**config.mk**
```make
export PLATFORM = sky130hd
export DESIGN_NAME = operating_mode_controller
export DESIGN_NICKNAME = d
export VERILOG_FILES = /design/src/opmode_pkg.sv /design/src/operating_mode_controller.sv
export SDC_FILE = /design/constraint.sdc
export NUM_CORES = 1
export LEC_CHECK = 0
export ABC_CLOCK_PERIOD_IN_PS = 2750
export BUFFER_PORTS_ARGS = -buffer_cell sky130_fd_sc_hd__clkbuf_2
export CAP_MARGIN = 20
export CORE_ASPECT_RATIO = 1.5
export CORE_MARGIN = 5
export CORE_UTILIZATION = 45
export CTS_CLUSTER_DIAMETER = 60
export DETAILED_ROUTE_END_ITERATION = 10
export PLACE_DENSITY = 0.76
export SLEW_MARGIN = 0
export SYNTH_ARGS = -nofsm -noshare
export SYNTH_HDL_FRONTEND = slang
export SYNTH_SLANG_ARGS = --single-unit
```
**constraint.sdc**
```tcl
create_clock -name clock -period 2.75 [get_ports clock]
set_input_delay 0.55 -clock clock [delete_from_list [all_inputs] [get_ports clock]]
set_output_delay 0.55 -clock clock [all_outputs]
set_load 0.01 [all_outputs]
```
**src/opmode_pkg.sv**
```systemverilog
// Package for the operating-mode controller: register map, field layout, modes, timing.
// Assumes a 32-bit Avalon-MM register bus, one byte-wide register per aligned word.
package opmode_pkg;

	localparam logic [7:0] STOP_CTRL_OFFSET = 8'h38;
	localparam logic [7:0] CLK_CTRL_OFFSET = 8'h3C;
	localparam logic [7:0] TB_CTRL_OFFSET = 8'h40;
	localparam logic [7:0] MODE_STAT_OFFSET = 8'h44;

	localparam logic [7:0] STOP_CTRL_RESET = 8'h00;
	localparam logic [7:0] CLK_CTRL_RESET = 8'hC0;
	localparam logic [7:0] TB_CTRL_RESET = 8'h00;

	// Stop control register fields
	localparam int STOP_START_BIT = 7;
	localparam int RELEASE_METHOD_BIT = 6;
	localparam int POST_STOP_BIT = 5;
	localparam int PORT_OUTPUT_BIT = 4;
	localparam int WARMUP_LSB = 2;

	// Clock control register fields
	localparam int FAST_OSC_BIT = 7;
	localparam int SLOW_OSC_BIT = 6;
	localparam int MAIN_CLK_BIT = 5;
	localparam int IDLE_BIT = 4;
	localparam int TG_HALT_BIT = 2;

	// Timebase control register fields
	localparam int TB_ENABLE_BIT = 7;
	localparam int MASTER_IE_BIT = 6;
	localparam int TB_IE_BIT = 5;
	localparam int TB_LATCH_BIT = 4;
	localparam int TB_CLK_LSB = 0;

	// Warm-up counts in oscillator cycles
	localparam logic [17:0] WARM_FAST_00 = 18'h30000;
	localparam logic [17:0] WARM_FAST_01 = 18'h10000;
	localparam logic [17:0] WARM_FAST_10 = 18'h0C000;
	localparam logic [17:0] WARM_FAST_11 = 18'h04000;
	localparam logic [17:0] WARM_SLOW_00 = 18'h06000;
	localparam logic [17:0] WARM_SLOW_01 = 18'h02000;
	localparam logic [17:0] WARM_SLOW_10 = 18'h000C0;
	localparam logic [17:0] WARM_SLOW_11 = 18'h00040;

	typedef enum logic [3:0] {
		FAST_SINGLE_RUN = 4'h0,
		FAST_DUAL_RUN = 4'h1,
		SLOW_DUAL_RUN = 4'h3,
		SLOW_ONLY_RUN = 4'h2,
		SLOW_ONLY_IDLE = 4'h6,
		SLOW_DUAL_IDLE = 4'h7,
		FAST_DUAL_IDLE = 4'h5,
		SLOW_TIMEBASE_HALT = 4'h4,
		STOP_HALT = 4'hC,
		STOP_WARMUP = 4'hD
	} op_mode_e;

	typedef struct packed {
		logic stop_start;
		logic release_level;
		logic post_stop_slow;
		logic port_keep;
		logic [1:0] warmup_select;
	} stop_ctrl_s;

	typedef struct packed {
		logic fast_osc_enable;
		logic slow_osc_enable;
		logic main_clock_select;
		logic idle;
		logic timing_gen_halt;
	} clk_ctrl_s;

	typedef struct packed {
		logic timebase_enable;
		logic master_interrupt_enable;
		logic timebase_irq_enable;
		logic timebase_interrupt_latch;
		logic [1:0] timebase_clock_select;
	} tb_ctrl_s;

	typedef struct packed {
		logic fast_osc_on;
		logic slow_osc_on;
		logic cpu_run;
		logic cpu_on_slow;
		logic periph_run;
		logic divider_low_run;
		logic port_drive;
		logic stop_pin_hiz;
		logic timebase_irq;
		logic mode_reset;
	} clk_out_s;

endpackage

```
**src/operating_mode_controller.sv**
```systemverilog
// Operating-mode controller: dual-clock run/idle/sleep modes, stop with warm-up.
// Assumes synchronous inputs, Avalon-MM slave with fixed one wait state, wake events as pulses.
// Operation
// Main-clock select written 1 in fast dual run enters slow dual run.
// Main-clock select written 0 in slow dual run returns to fast dual run.
// Fast oscillator enable cleared in slow dual run enters slow-only run; set returns.
// Software never clears the slow oscillator enable in slow dual run.
// Slow-only run has fast oscillator off, core and peripherals on slow clock.
// Slow-only run and slow idle modes stop divider stages one to six.
// Fast dual idle halts CPU, keeps oscillators and peripherals; wake returns fast dual.
// Slow-only idle halts CPU and fast oscillator; wake returns slow-only run.
// Slow dual idle is like slow-only idle but keeps the fast oscillator.
// Timing-generator halt set in slow run enters timebase-only halt.
// Timebase source falling edge ends the halt into slow-only run.
// Halt entered with timebase enabled sets the timebase latch; service needs three enables.
// Stop-start bit 1 stops oscillators and halts all activity, state kept.
// Stop pin releases stop by level or edge, then warm-up, then resume.
// Release method 0 selects edge release, 1 selects level release.
// Post-stop field 0 returns to fast run, 1 to slow-only run.
// Port output field 0 floats ports in stop, 1 keeps latched outputs.
// Two-bit warm-up field selects one of four fast or slow warm-up counts.
// Software sets post-stop field to match the run speed before stop.
// Stop ended by reset always returns to fast single run.
// Bits 1 and 0 of the stop control register read undefined.
// Stop pin goes high impedance on stop entry, whatever the port field.
// Leaving the timebase halt clears the timing-generator halt bit.
// Illegal oscillator enable combinations force a reset.
// Warm-up holds CPU and peripherals halted until the selected count is reached.
// Mode held in one encoded register, changed only by writes, wakes, timebase source falls, stop pin release, warm-up end and reset.
`timescale 1ns/1ps

module operating_mode_controller #(
	parameter int WARM_W = 18
) (
	input wire logic clock,
	input wire logic arst_n,
	input wire logic [7:0] avs_address,
	input wire logic avs_read,
	input wire logic avs_write,
	input wire logic [31:0] avs_writedata,
	input wire logic [3:0] avs_byteenable,
	output logic [31:0] avs_readdata,
	output logic avs_waitrequest,
	input wire logic dual_clock_mode,
	input wire logic wake_event,
	input wire logic stop_pin_in,
	input wire logic fast_tick,
	input wire logic slow_tick,
	input wire logic [3:0] timebase_sources,
	output opmode_pkg::clk_out_s clk_out,
	output opmode_pkg::op_mode_e mode
);

	initial begin
		if (WARM_W < 18) begin
			$error("WARM_W too narrow for warm-up counts");
		end
	end

	typedef struct packed {
		opmode_pkg::op_mode_e mode;
		opmode_pkg::stop_ctrl_s stop;
		opmode_pkg::clk_ctrl_s clk;
		opmode_pkg::tb_ctrl_s tb;
		logic tb_armed;
		logic [WARM_W-1:0] warm_cnt;
		logic [WARM_W-1:0] warm_target;
		logic warm_slow;
		logic stop_pin_d;
		logic [3:0] tb_src_d;
		logic ack;
		logic [31:0] rdata;
		opmode_pkg::clk_out_s out;
	} state_s;

	state_s st_r;
	state_s st_nxt;

	function automatic logic [WARM_W-1:0] warm_count(input logic slow, input logic [1:0] sel);
		logic [17:0] c;
		c = 18'h00000;
		case ({slow, sel})
			3'h0: c = opmode_pkg::WARM_FAST_00;
			3'h1: c = opmode_pkg::WARM_FAST_01;
			3'h2: c = opmode_pkg::WARM_FAST_10;
			3'h3: c = opmode_pkg::WARM_FAST_11;
			3'h4: c = opmode_pkg::WARM_SLOW_00;
			3'h5: c = opmode_pkg::WARM_SLOW_01;
			3'h6: c = opmode_pkg::WARM_SLOW_10;
			default: c = opmode_pkg::WARM_SLOW_11;
		endcase
		return WARM_W'(c);
	endfunction

	function automatic logic is_slow(input opmode_pkg::op_mode_e m);
		return (m == opmode_pkg::SLOW_DUAL_RUN) || (m == opmode_pkg::SLOW_ONLY_RUN);
	endfunction

	logic wr_stop;
	logic wr_clk;
	logic wr_tb;
	logic rd_any;
	logic tb_fall;
	logic pin_rise;
	logic [7:0] wbyte;
	opmode_pkg::clk_ctrl_s clk_w;

	assign wbyte = avs_writedata[7:0];
	assign rd_any = avs_read && !st_r.ack;
	assign wr_stop = avs_write && !st_r.ack && avs_byteenable[0] && avs_address == opmode_pkg::STOP_CTRL_OFFSET;
	assign wr_clk = avs_write && !st_r.ack && avs_byteenable[0] && avs_address == opmode_pkg::CLK_CTRL_OFFSET;
	assign wr_tb = avs_write && !st_r.ack && avs_byteenable[0] && avs_address == opmode_pkg::TB_CTRL_OFFSET;
	assign tb_fall = st_r.tb_src_d[st_r.tb.timebase_clock_select] && !timebase_sources[st_r.tb.timebase_clock_select];
	assign pin_rise = stop_pin_in && !st_r.stop_pin_d;
	assign clk_w = '{fast_osc_enable: wbyte[opmode_pkg::FAST_OSC_BIT], slow_osc_enable: wbyte[opmode_pkg::SLOW_OSC_BIT],
		main_clock_select: wbyte[opmode_pkg::MAIN_CLK_BIT], idle: wbyte[opmode_pkg::IDLE_BIT],
		timing_gen_halt: wbyte[opmode_pkg::TG_HALT_BIT]};

	////////////////////////////////////////////////////////////////////////////////
	always_comb begin
		logic illegal;
		logic rel;
		illegal = 1'b0;
		rel = 1'b0;
		st_nxt = st_r;
		st_nxt.stop_pin_d = stop_pin_in;
		st_nxt.tb_src_d = timebase_sources;
		// One wait state on every access, then ack
		st_nxt.ack = (avs_read || avs_write) && !st_r.ack;
		st_nxt.rdata = 32'h00000000;

		if (wr_stop) begin
			st_nxt.stop = '{stop_start: wbyte[opmode_pkg::STOP_START_BIT],
				release_level: wbyte[opmode_pkg::RELEASE_METHOD_BIT],
				post_stop_slow: wbyte[opmode_pkg::POST_STOP_BIT],
				port_keep: wbyte[opmode_pkg::PORT_OUTPUT_BIT],
				warmup_select: wbyte[opmode_pkg::WARMUP_LSB +: 2]};
		end
		if (wr_tb) begin
			st_nxt.tb.timebase_enable = wbyte[opmode_pkg::TB_ENABLE_BIT];
			st_nxt.tb.master_interrupt_enable = wbyte[opmode_pkg::MASTER_IE_BIT];
			st_nxt.tb.timebase_irq_enable = wbyte[opmode_pkg::TB_IE_BIT];
			st_nxt.tb.timebase_clock_select = wbyte[opmode_pkg::TB_CLK_LSB +: 2];
			// Writing 1 clears the latch
			if (wbyte[opmode_pkg::TB_LATCH_BIT]) begin
				st_nxt.tb.timebase_interrupt_latch = 1'b0;
			end
		end
		if (wr_clk) begin
			// illegal enables
			illegal = (!clk_w.fast_osc_enable && !clk_w.slow_osc_enable) ||
				(!clk_w.fast_osc_enable && !clk_w.main_clock_select) ||
				(!clk_w.slow_osc_enable && clk_w.main_clock_select);
			st_nxt.clk = clk_w;
		end

		// mode register
		case (st_r.mode)
			opmode_pkg::FAST_SINGLE_RUN, opmode_pkg::FAST_DUAL_RUN: begin
				if (wr_clk) begin
					// switch to slow
					if (clk_w.main_clock_select && dual_clock_mode) begin
						st_nxt.mode = opmode_pkg::SLOW_DUAL_RUN;
					end else if (clk_w.idle && st_r.mode == opmode_pkg::FAST_DUAL_RUN) begin
						st_nxt.mode = opmode_pkg::FAST_DUAL_IDLE;
					end
				end
			end
			opmode_pkg::SLOW_DUAL_RUN: begin
				if (wr_clk) begin
					// back to fast
					if (!clk_w.main_clock_select) begin
						st_nxt.mode = opmode_pkg::FAST_DUAL_RUN;
					// fast oscillator off
					end else if (!clk_w.fast_osc_enable) begin
						st_nxt.mode = opmode_pkg::SLOW_ONLY_RUN;
					end else if (clk_w.idle) begin
						st_nxt.mode = opmode_pkg::SLOW_DUAL_IDLE;
					end else if (clk_w.timing_gen_halt) begin
						st_nxt.mode = opmode_pkg::SLOW_TIMEBASE_HALT;
					end
				end
			end
			opmode_pkg::SLOW_ONLY_RUN: begin
				if (wr_clk) begin
					// fast oscillator back on
					if (clk_w.fast_osc_enable) begin
						st_nxt.mode = opmode_pkg::SLOW_DUAL_RUN;
					end else if (clk_w.idle) begin
						st_nxt.mode = opmode_pkg::SLOW_ONLY_IDLE;
					end else if (clk_w.timing_gen_halt) begin
						st_nxt.mode = opmode_pkg::SLOW_TIMEBASE_HALT;
					end
				end
			end
			opmode_pkg::FAST_DUAL_IDLE: begin
				// wake to fast dual
				if (wake_event) begin
					st_nxt.mode = opmode_pkg::FAST_DUAL_RUN;
					st_nxt.clk.idle = 1'b0;
				end
			end
			opmode_pkg::SLOW_ONLY_IDLE: begin
				// wake to slow-only
				if (wake_event) begin
					st_nxt.mode = opmode_pkg::SLOW_ONLY_RUN;
					st_nxt.clk.idle = 1'b0;
				end
			end
			opmode_pkg::SLOW_DUAL_IDLE: begin
				// wake to slow dual
				if (wake_event) begin
					st_nxt.mode = opmode_pkg::SLOW_DUAL_RUN;
					st_nxt.clk.idle = 1'b0;
				end
			end
			opmode_pkg::SLOW_TIMEBASE_HALT: begin
				// timebase edge resumes
				if (tb_fall) begin
					st_nxt.mode = opmode_pkg::SLOW_ONLY_RUN;
					// halt bit self-clears
					st_nxt.clk.timing_gen_halt = 1'b0;
					st_nxt.clk.fast_osc_enable = 1'b0;
					// latch after return
					if (st_r.tb_armed) begin
						st_nxt.tb.timebase_interrupt_latch = 1'b1;
					end
				end
			end
			opmode_pkg::STOP_HALT: begin
				// release criterion
				rel = st_r.stop.release_level ? stop_pin_in : pin_rise;
				if (rel) begin
					st_nxt.mode = opmode_pkg::STOP_WARMUP;
					st_nxt.warm_cnt = '0;
					// warm-up count
					st_nxt.warm_target = warm_count(st_r.stop.post_stop_slow, st_r.stop.warmup_select);
					st_nxt.warm_slow = st_r.stop.post_stop_slow;
				end
			end
			opmode_pkg::STOP_WARMUP: begin
				// hold until warm-up ends
				if ((st_r.warm_slow ? slow_tick : fast_tick) && st_r.warm_cnt != st_r.warm_target) begin
					st_nxt.warm_cnt = st_r.warm_cnt + 1'b1;
				end
				if (st_r.warm_cnt == st_r.warm_target) begin
					st_nxt.stop.stop_start = 1'b0;
					// return mode
					if (st_r.warm_slow) begin
						st_nxt.mode = opmode_pkg::SLOW_ONLY_RUN;
						st_nxt.clk.fast_osc_enable = 1'b0;
						st_nxt.clk.main_clock_select = 1'b1;
					end else begin
						st_nxt.mode = dual_clock_mode ? opmode_pkg::FAST_DUAL_RUN : opmode_pkg::FAST_SINGLE_RUN;
						st_nxt.clk.fast_osc_enable = 1'b1;
						st_nxt.clk.main_clock_select = 1'b0;
					end
				end
			end
			default: st_nxt.mode = opmode_pkg::FAST_SINGLE_RUN;
		endcase

		// timebase halt entry captures enable
		if (wr_clk && clk_w.timing_gen_halt && is_slow(st_r.mode)) begin
			st_nxt.tb_armed = st_r.tb.timebase_enable;
		end
		// stop entry from any run mode
		if (wr_stop && wbyte[opmode_pkg::STOP_START_BIT] && st_r.mode inside {opmode_pkg::FAST_SINGLE_RUN,
			opmode_pkg::FAST_DUAL_RUN, opmode_pkg::SLOW_DUAL_RUN, opmode_pkg::SLOW_ONLY_RUN}) begin
			st_nxt.mode = opmode_pkg::STOP_HALT;
		end

		if (rd_any) begin
			case (avs_address)
				// low bits read as zero here
				opmode_pkg::STOP_CTRL_OFFSET: st_nxt.rdata = {24'h000000, st_r.stop, 2'h0};
				opmode_pkg::CLK_CTRL_OFFSET: st_nxt.rdata = {24'h000000, st_r.clk.fast_osc_enable,
					st_r.clk.slow_osc_enable, is_slow(st_r.mode) || st_r.mode inside {opmode_pkg::SLOW_ONLY_IDLE,
					opmode_pkg::SLOW_DUAL_IDLE, opmode_pkg::SLOW_TIMEBASE_HALT}, st_r.clk.idle, 1'b0,
					st_r.clk.timing_gen_halt, 2'h0};
				opmode_pkg::TB_CTRL_OFFSET: st_nxt.rdata = {24'h000000, st_r.tb.timebase_enable,
					st_r.tb.master_interrupt_enable, st_r.tb.timebase_irq_enable,
					st_r.tb.timebase_interrupt_latch, 2'h0, st_r.tb.timebase_clock_select};
				opmode_pkg::MODE_STAT_OFFSET: st_nxt.rdata = {28'h0000000, st_nxt.mode};
				default: st_nxt.rdata = 32'h00000000;
			endcase
		end

		// Outputs decoded from the next mode so they leave flip-flops in step with it
		st_nxt.out.mode_reset = illegal;
		// fast oscillator off in slow-only modes
		st_nxt.out.fast_osc_on = !(st_nxt.mode inside {opmode_pkg::SLOW_ONLY_RUN, opmode_pkg::SLOW_ONLY_IDLE,
			opmode_pkg::STOP_HALT}) && !(st_nxt.mode == opmode_pkg::STOP_WARMUP && st_nxt.warm_slow);
		st_nxt.out.slow_osc_on = dual_clock_mode && st_nxt.mode != opmode_pkg::STOP_HALT;
		st_nxt.out.cpu_run = st_nxt.mode inside {opmode_pkg::FAST_SINGLE_RUN, opmode_pkg::FAST_DUAL_RUN,
			opmode_pkg::SLOW_DUAL_RUN, opmode_pkg::SLOW_ONLY_RUN};
		st_nxt.out.cpu_on_slow = is_slow(st_nxt.mode);
		st_nxt.out.periph_run = !(st_nxt.mode inside {opmode_pkg::SLOW_TIMEBASE_HALT, opmode_pkg::STOP_HALT,
			opmode_pkg::STOP_WARMUP});
		// low divider stages static in slow-only run, slow idle modes and stop halt
		st_nxt.out.divider_low_run = !(st_nxt.mode inside {opmode_pkg::SLOW_ONLY_RUN, opmode_pkg::SLOW_ONLY_IDLE,
			opmode_pkg::SLOW_DUAL_IDLE, opmode_pkg::STOP_HALT});
		// port drive during stop
		st_nxt.out.port_drive = st_nxt.mode != opmode_pkg::STOP_HALT || st_nxt.stop.port_keep;
		st_nxt.out.stop_pin_hiz = st_nxt.mode == opmode_pkg::STOP_HALT;
		// service needs all three enables
		st_nxt.out.timebase_irq = st_nxt.tb.timebase_interrupt_latch && st_nxt.tb.master_interrupt_enable &&
			st_nxt.tb.timebase_irq_enable && st_nxt.tb.timebase_enable;
	end

	////////////////////////////////////////////////////////////////////////////////
	always_ff @(posedge clock or negedge arst_n) begin
		if (!arst_n) begin
			// reset always lands in fast single run
			st_r <= '{mode: opmode_pkg::FAST_SINGLE_RUN, stop: opmode_pkg::STOP_CTRL_RESET[7:2],
				clk: {opmode_pkg::CLK_CTRL_RESET[7:4], opmode_pkg::CLK_CTRL_RESET[2]},
				tb: '0, tb_armed: 1'b0, warm_cnt: '0, warm_target: '0, warm_slow: 1'b0,
				stop_pin_d: 1'b0, tb_src_d: 4'h0, ack: 1'b0, rdata: 32'h00000000,
				out: 10'h3C0};
		end else begin
			st_r <= st_nxt;
		end
	end

	assign avs_waitrequest = !st_r.ack;
	assign avs_readdata = st_r.rdata;
	assign clk_out = st_r.out;
	assign mode = st_r.mode;

	////////////////////////////////////////////////////////////////////////////////
	chk_slow_entry_write: assert property (@(posedge clock) disable iff (!arst_n)
		(st_r.mode == opmode_pkg::FAST_DUAL_RUN && wr_clk && clk_w.main_clock_select && dual_clock_mode)
		|=> mode == opmode_pkg::SLOW_DUAL_RUN) else $error("slow dual run not entered");
	chk_fast_return_write: assert property (@(posedge clock) disable iff (!arst_n)
		(mode == opmode_pkg::SLOW_DUAL_RUN && wr_clk && !clk_w.main_clock_select && !wr_stop)
		|=> mode == opmode_pkg::FAST_DUAL_RUN) else $error("fast dual run not restored");
	chk_slow_only_osc: assert property (@(posedge clock) disable iff (!arst_n)
		mode == opmode_pkg::SLOW_ONLY_RUN |-> !clk_out.fast_osc_on && clk_out.cpu_on_slow)
		else $error("fast oscillator on in slow-only run");
	chk_divider_static: assert property (@(posedge clock) disable iff (!arst_n)
		mode inside {opmode_pkg::SLOW_ONLY_IDLE, opmode_pkg::SLOW_DUAL_IDLE} |-> !clk_out.divider_low_run)
		else $error("low divider running in sleep");
	chk_halt_resume_edge: assert property (@(posedge clock) disable iff (!arst_n)
		(mode == opmode_pkg::SLOW_TIMEBASE_HALT && tb_fall) |=> mode == opmode_pkg::SLOW_ONLY_RUN
		&& !st_r.clk.timing_gen_halt) else $error("timebase halt not released");
	chk_stop_halts_cpu: assert property (@(posedge clock) disable iff (!arst_n)
		mode == opmode_pkg::STOP_HALT |-> !clk_out.cpu_run && !clk_out.periph_run && !clk_out.slow_osc_on)
		else $error("activity during stop");
	chk_stop_pin_float: assert property (@(posedge clock) disable iff (!arst_n)
		mode == opmode_pkg::STOP_HALT |-> clk_out.stop_pin_hiz && (clk_out.port_drive == st_r.stop.port_keep))
		else $error("stop pin or ports wrong in stop");
	chk_warmup_hold: assert property (@(posedge clock) disable iff (!arst_n)
		(mode == opmode_pkg::STOP_WARMUP && st_r.warm_cnt != st_r.warm_target) |=> mode == opmode_pkg::STOP_WARMUP)
		else $error("warm-up ended early");
	chk_illegal_reset: assert property (@(posedge clock) disable iff (!arst_n)
		(wr_clk && ((!clk_w.fast_osc_enable && !clk_w.slow_osc_enable) || (!clk_w.fast_osc_enable &&
		!clk_w.main_clock_select) || (!clk_w.slow_osc_enable && clk_w.main_clock_select))) |=> clk_out.mode_reset)
		else $error("illegal enables gave no reset");

endmodule

```
Word level (Yosys, flattened, before mapping) --
Index checks and enable logic that the tools add are counted.
Storage, ports and cells: logic and storage cells 178, output and inout port bits 47, input bits 57, register bits after elaboration 107
Cells by class: muxes and demuxes 54, order comparisons 1, equality and inequality tests 32, add/subtract/negate cells 1, reductions and logical operators 56
Operators with widths (number):
- 18-bit case mux with 7 select lines | 1
- 4-bit 2-to-1 mux | 17
- 37-bit 2-to-1 mux | 1
- 18-bit case mux with 2 select lines | 1
- 4-bit case mux with 9 select lines | 1
- 8-bit case mux with 4 select lines | 1
- 4-bit by 3-bit == test with 1-bit output (second input constant) | 7
- 1-bit logical AND | 25
- 1-bit 2-to-1 mux | 22
- 18-bit by 1-bit adder with 18-bit output (second input constant) | 1
- 18-bit == test | 1
- 18-bit 2-to-1 mux | 1
- 18-bit inequality test | 1
- 4-bit by 2-bit == test with 1-bit output (second input constant) | 4
- 4-bit == test (second input constant) | 4
- 8-bit by 6-bit == test with 1-bit output (second input constant) | 2
- 8-bit by 7-bit == test with 1-bit output (second input constant) | 2
- 6-bit 2-to-1 mux | 2
- 4-bit nonzero test | 3
- 1-bit logical NOT | 10
- 5-bit 2-to-1 mux | 2
- 3-bit == test (second input constant) | 3
- 3-bit nonzero test | 3
- 4-bit by 1-bit == test with 1-bit output (second input constant) | 2
- other kinds (17) | 27

Depth between registers and ports, before layout --
depth after elaboration 12, gate-level depth with buffers 10, mapped depth without buffers 8

Worst setup path after synthesis --
OpenSTA, ideal clock, no wires.
path kind input -> register, start input avs_address[1], end register st_r, in the netlist clk_out[1], library setup time 0.120 ns, buffers on the path 1, required time 2.630 ns, stages 6, path slack 0.572 ns, arrival time 2.057 ns, path through nor3_2 > and4bb_2 > and2_1 > clkbuf_2 > mux2_2 > and4_1
RTL lines:
- start, declared | line operating_mode_controller.sv:37 | input wire logic [7:0] avs_address,
- end signal, assigned | line operating_mode_controller.sv:315 | st_r <= '{mode: opmode_pkg::FAST_SINGLE_RUN, stop: opmode_pkg::STOP_CTRL_RESET[7:2],
- end signal, assigned | line operating_mode_controller.sv:321 | st_r <= st_nxt;
- end, declared | line operating_mode_controller.sv:76 | state_s st_r;

Worst setup path after layout --
start register st_r[67] in the netlist's numbering, end register st_r[82] in the netlist's numbering
Between the ends: cells in the longest elaborated chain, start to end 4, elaborated cells on any way between the ends 7, those cells by class add/sub (1); eq/ne (2); mux (2); reduce/logical (2)
Ends and longest elaborated chain:
- parallel branches: the longest is 4 deep, another holds 18-bit by 1-bit adder with 18-bit output
Parallel ways; which one is timed is not known. The select of a mux whose other input is x is not followed. A chain may end at the register's enable or synchronous reset.

==> results.md <==
- The total congestion overflow is 0.
- The die height is 127 um.
- The final non-filler cell total is 574.
- 104 I/O pins were placed.
- The power density over the cells is 619 nW/um^2.
- The congestion estimate from routability-driven global placement came to 0.880.
- The fraction of synthesis flops using an asynchronous set or reset pin is 100%.
- The total count of hold-check failures in the final report is 0.
- In this run the number of H-tree levels came out at 3.
- The worst register-to-register path has a setup slack of 0.21 ns.
- The signal on the critical path passes through inv_1, ha_1, nor4b_2, nand2_1, or4_1, nand4_1, o21ai_0, a21oi_1.
- STA classifies the critical path endpoint as a flop.
- From synthesis to final layout, the design area changed by 11.4%.
- Global routing consumed, on the met3 layer, 4.09% of the routing resources.
- Leaving out fill and tap cells, the most frequent cell in the layout is sky130_fd_sc_hd__dfrtp_1.
- The clock net sink count is 71.
- The number of maximum-capacitance constraint violations is 0.
- The clock network latency to the later pin of the worst-skew pair is 0.34 ns.
- The startpoint identified for the worst register-to-register timing path is st_r[67]$_DFFE_PN0P_.
- For this run, the total global-route usage over all layers was measured as 18.5%.
- The slew at the pin with the worst max-slew slack is 0.677 ns.
- The achievable frequency is 0.394 GHz.
- The wire length after detailed routing is 9.95 mm.
- The die covers 11100 um^2.
- The gate count of the mapped netlist is 424.
- The global routing stage identified its most utilized layer as met2.
- Once routing completed, OpenROAD measured the worst setup slack at 0.214 ns.
- Of the post-synthesis cell area, the dominant cell type holds 39.8%.
- Among all stages on the critical path, the largest delay is contributed by sky130_fd_sc_hd__or4_1.
- In the routed layout, each cell is associated on average with a via count of 5.74.
- After detailed routing, the average wire length per cell comes to 17.3 um.
- In this run the tool buffered the top-level ports with 52 buffer cells.
- The via count is 3293.
- The final period utilization is 92.2%.
- Between clock sinks in the finished design, the worst skew comes to 0.00697 ns.
- By startpoint and endpoint, the worst setup path is classified as flop to flop.
- Setup violations remaining at the end of the flow were counted as 0.
- The count of yosys warnings during synthesis is 0.
- The internal power is 2.09 mW.
- The via count of the first global-routing pass was 3265.
- The clock share of power is 44.4%.
- The total DRC errors in the routed layout is 0.
- The flip-flop cell with the highest count after synthesis is sky130_fd_sc_hd__dfrtp_1.
- For this design the static power due to leakage is 2.07 nW.
- By area the synthesized netlist is led by sky130_fd_sc_hd__dfrtp_1 40%, sky130_fd_sc_hd__buf_4 8.6%, sky130_fd_sc_hd__dfstp_2 3.9%.
- The area inside the core boundary is 8830 um^2.
- The critical path's largest stage delay is 0.64 ns.
- STA puts the critical path data required time at 3.01 ns.
- The placed wire-length estimate is 7.48 mm.
- The number of nets with antenna violations after detailed routing is 0.
- After clock tree synthesis, the clock-pin slew on the worst setup and hold paths is 0.06 ns.
- Synthesis inferred 71 register bits.
- The synthesized cell area is 4080 um^2.
- The class of the worst hold path is input pin to asynchronous set/reset pin.
- The hold buffer count at cts is 0.
- The post-placement setup slack is 0.288 ns.
- Sequential cells were found to cover 43.7% of the synthesized design area.
- Post-CTS timing repair inserted 0 buffers for setup.
- In this run, distinct cell masters in the synthesized netlist total 68.
- The max-slew violation total from the final report is 0.
- Once the clock tree was built, the resizer swapped 0 gates to a different size.
- The share of layout cells above drive strength 1 is 25.0%.
- The number of clock buffers inserted by TritonCTS is 9.
- The relative max-transition margin is 54.8%.
- In the layout the commonest cells are 65 x sky130_fd_sc_hd__dfrtp_1, 51 x sky130_fd_sc_hd__clkbuf_2, 37 x sky130_fd_sc_hd__nand2_1.
- Along the worst path, the maximum fanout reaches 15.
- 0 antenna diodes ended up in the layout.
- The biggest area consumer among synthesized cells is sky130_fd_sc_hd__dfrtp_1.
- Sequential cells account for 41.9% of the total power.
- The first global-routing pass estimated 15.9 mm of wire.
- Yosys mapped a number of flops with a built-in enable equal to 0.
- CTS placed an instance of sky130_fd_sc_hd__clkbuf_16 at the clock tree root.
- The x dimension of the die is 87.8 um.
- The net switching power is 0.725 mW.
- Setup repair after global routing left no endpoint under its margin.
- Across the VDD grid, the largest voltage drop is 373 uV.
- The minimum clock period after layout is 2.54 ns.
- The initial utilization of the core area, before any placement, comes to 46.2%.
- The average cell area after synthesis is 9.63 um^2.
- The switching part of the total is 25.7%.
- The global-route met2 utilization is 30.9%.
- The maximum number of pins on one net before global-route repair is 44.
- The met1 track demand over resource in global routing is 20.6%.
- The clock tree from TritonCTS is done.
- The worst setup path is launched from a flop.
- The flow ran to the end, and the final reports show no timing, DRC or antenna violations.
- The beginning of the critical path is st_r[67]$_DFFE_PN0P_.
- The net count of the finished layout is 518.
- The number of antenna violations at the first check in global routing is 0.
- The number of placed instances, taps included, is 558.
- The floorplan has 42 rows.
- For this block, the initial DRC count from the detailed router was 106.
- The maximum clock insertion buffer count is 2.
- The combinational share of power is 13.7%.
- STA puts the critical path data arrival time at 2.79 ns.
- The setup TNS after final layout is 0 ns.
- The number of detailed-routing iterations run before antenna repair is 4.
==> cell type report <==
cell class	instances	area, um^2
sequential	71	1780
multi-input combinational	298	1890
tap	110	138
clock inverter	5	81.3
clock buffer	11	243
inverter	16	60.1
fill	831	4280
timing repair buffer	63	355
==> stage by stage <==
| stage | util, % | hold slack (ns) | area [um^2] | power [mW] |
|---|---|---|---|---|
| 6_report | 51.5 | 0.254 | 4550 | 2.82 |
| 5_1_grt | 51.5 | 0.292 | 4550 | 2.94 |
| 4_1_cts | 51.5 | 0.260 | 4550 | 2.84 |
| 3_5_place_dp | 47.9 | 0.453 | 4230 | 1.58 |
| 3_3_place_gp | 47.9 | 0.451 | 4230 | 1.57 |
| 2_1_floorplan | - | 0.254 | 4170 | 1.48 |
==> power groups by stage <==
stage                     combinational [mW]  sequential, mW  clock [mW]
after floorplan                        0.321            1.16           0
after global placement                 0.373            1.19           0
after detailed placement               0.382            1.20           0
after CTS                              0.387            1.18        1.27
after global routing                   0.424            1.19        1.33
final                                  0.387            1.18        1.25
==> metal layers <==
layer,vias to the layer above,share of wire (%)
met5,-,0
met4,0,5.6
met3,40,5.6
met2,129,51
met1,1617,37
li1,1507,-
==> kinds of logic after synthesis <==
group / synth area share, %
muxes: 4.32
buffers and inverters: 12.2
and+or+nand+nor: 21.9
xor gates and xnor gates: 1.93
AOI/OAI and AO/OA: 15.3
other: 0.0919
DFF: 43.7
adders and majority gates: 0.613
==> Yosys cell counts (all sizes together), types with 3 or more instances <==
cell	n
o211ai	4
and3	9
clkbuf	9
a22o	5
nand2	37
dfrtp	65
buf	53
o31ai	5
nand3	15
and2	8
a21oi	26
nor3b	5
nand4	8
mux2i	3
a22oi	4
a31oi	3
xnor2	8
mux2	11
inv	16
or3	14
nand3b	4
o21ai	27
dfstp	6
nor2b	6
nor4	6
nor2	28
==> registers in the layout, summed over array words and instances (netlist names) <==
| name | count |
|---|---|
| avs_readdata | 8 |
| clk_out | 10 |
| mode | 4 |
| st_r | 49 |
==> path summary, 6_finish.rpt <==
path                                   endpoint  depth (start not counted)
setup / recovery           st_r[82]$_DFFE_PN0P_                          8
hold / removal                mode[0]$_DFF_PN0_                          1
setup reg to reg           st_r[82]$_DFFE_PN0P_                          8
hold reg to reg              st_r[42]$_DFF_PN0_                          1
max in group asynchronous  clk_out[7]$_DFF_PN1_                          2
min in group clock           st_r[43]$_DFF_PN0_                          1
==> worst max-delay path: cells and delay by family, from the launching register on <==
family / cells / cell delay [ns]
simple gates: 4 / 1.40
flops: 1 / 0.41
compound gates: 2 / 0.38
fa+ha+maj: 1 / 0.17
buf+inv: 1 / 0.10
(Power assumes the default switching activity.)
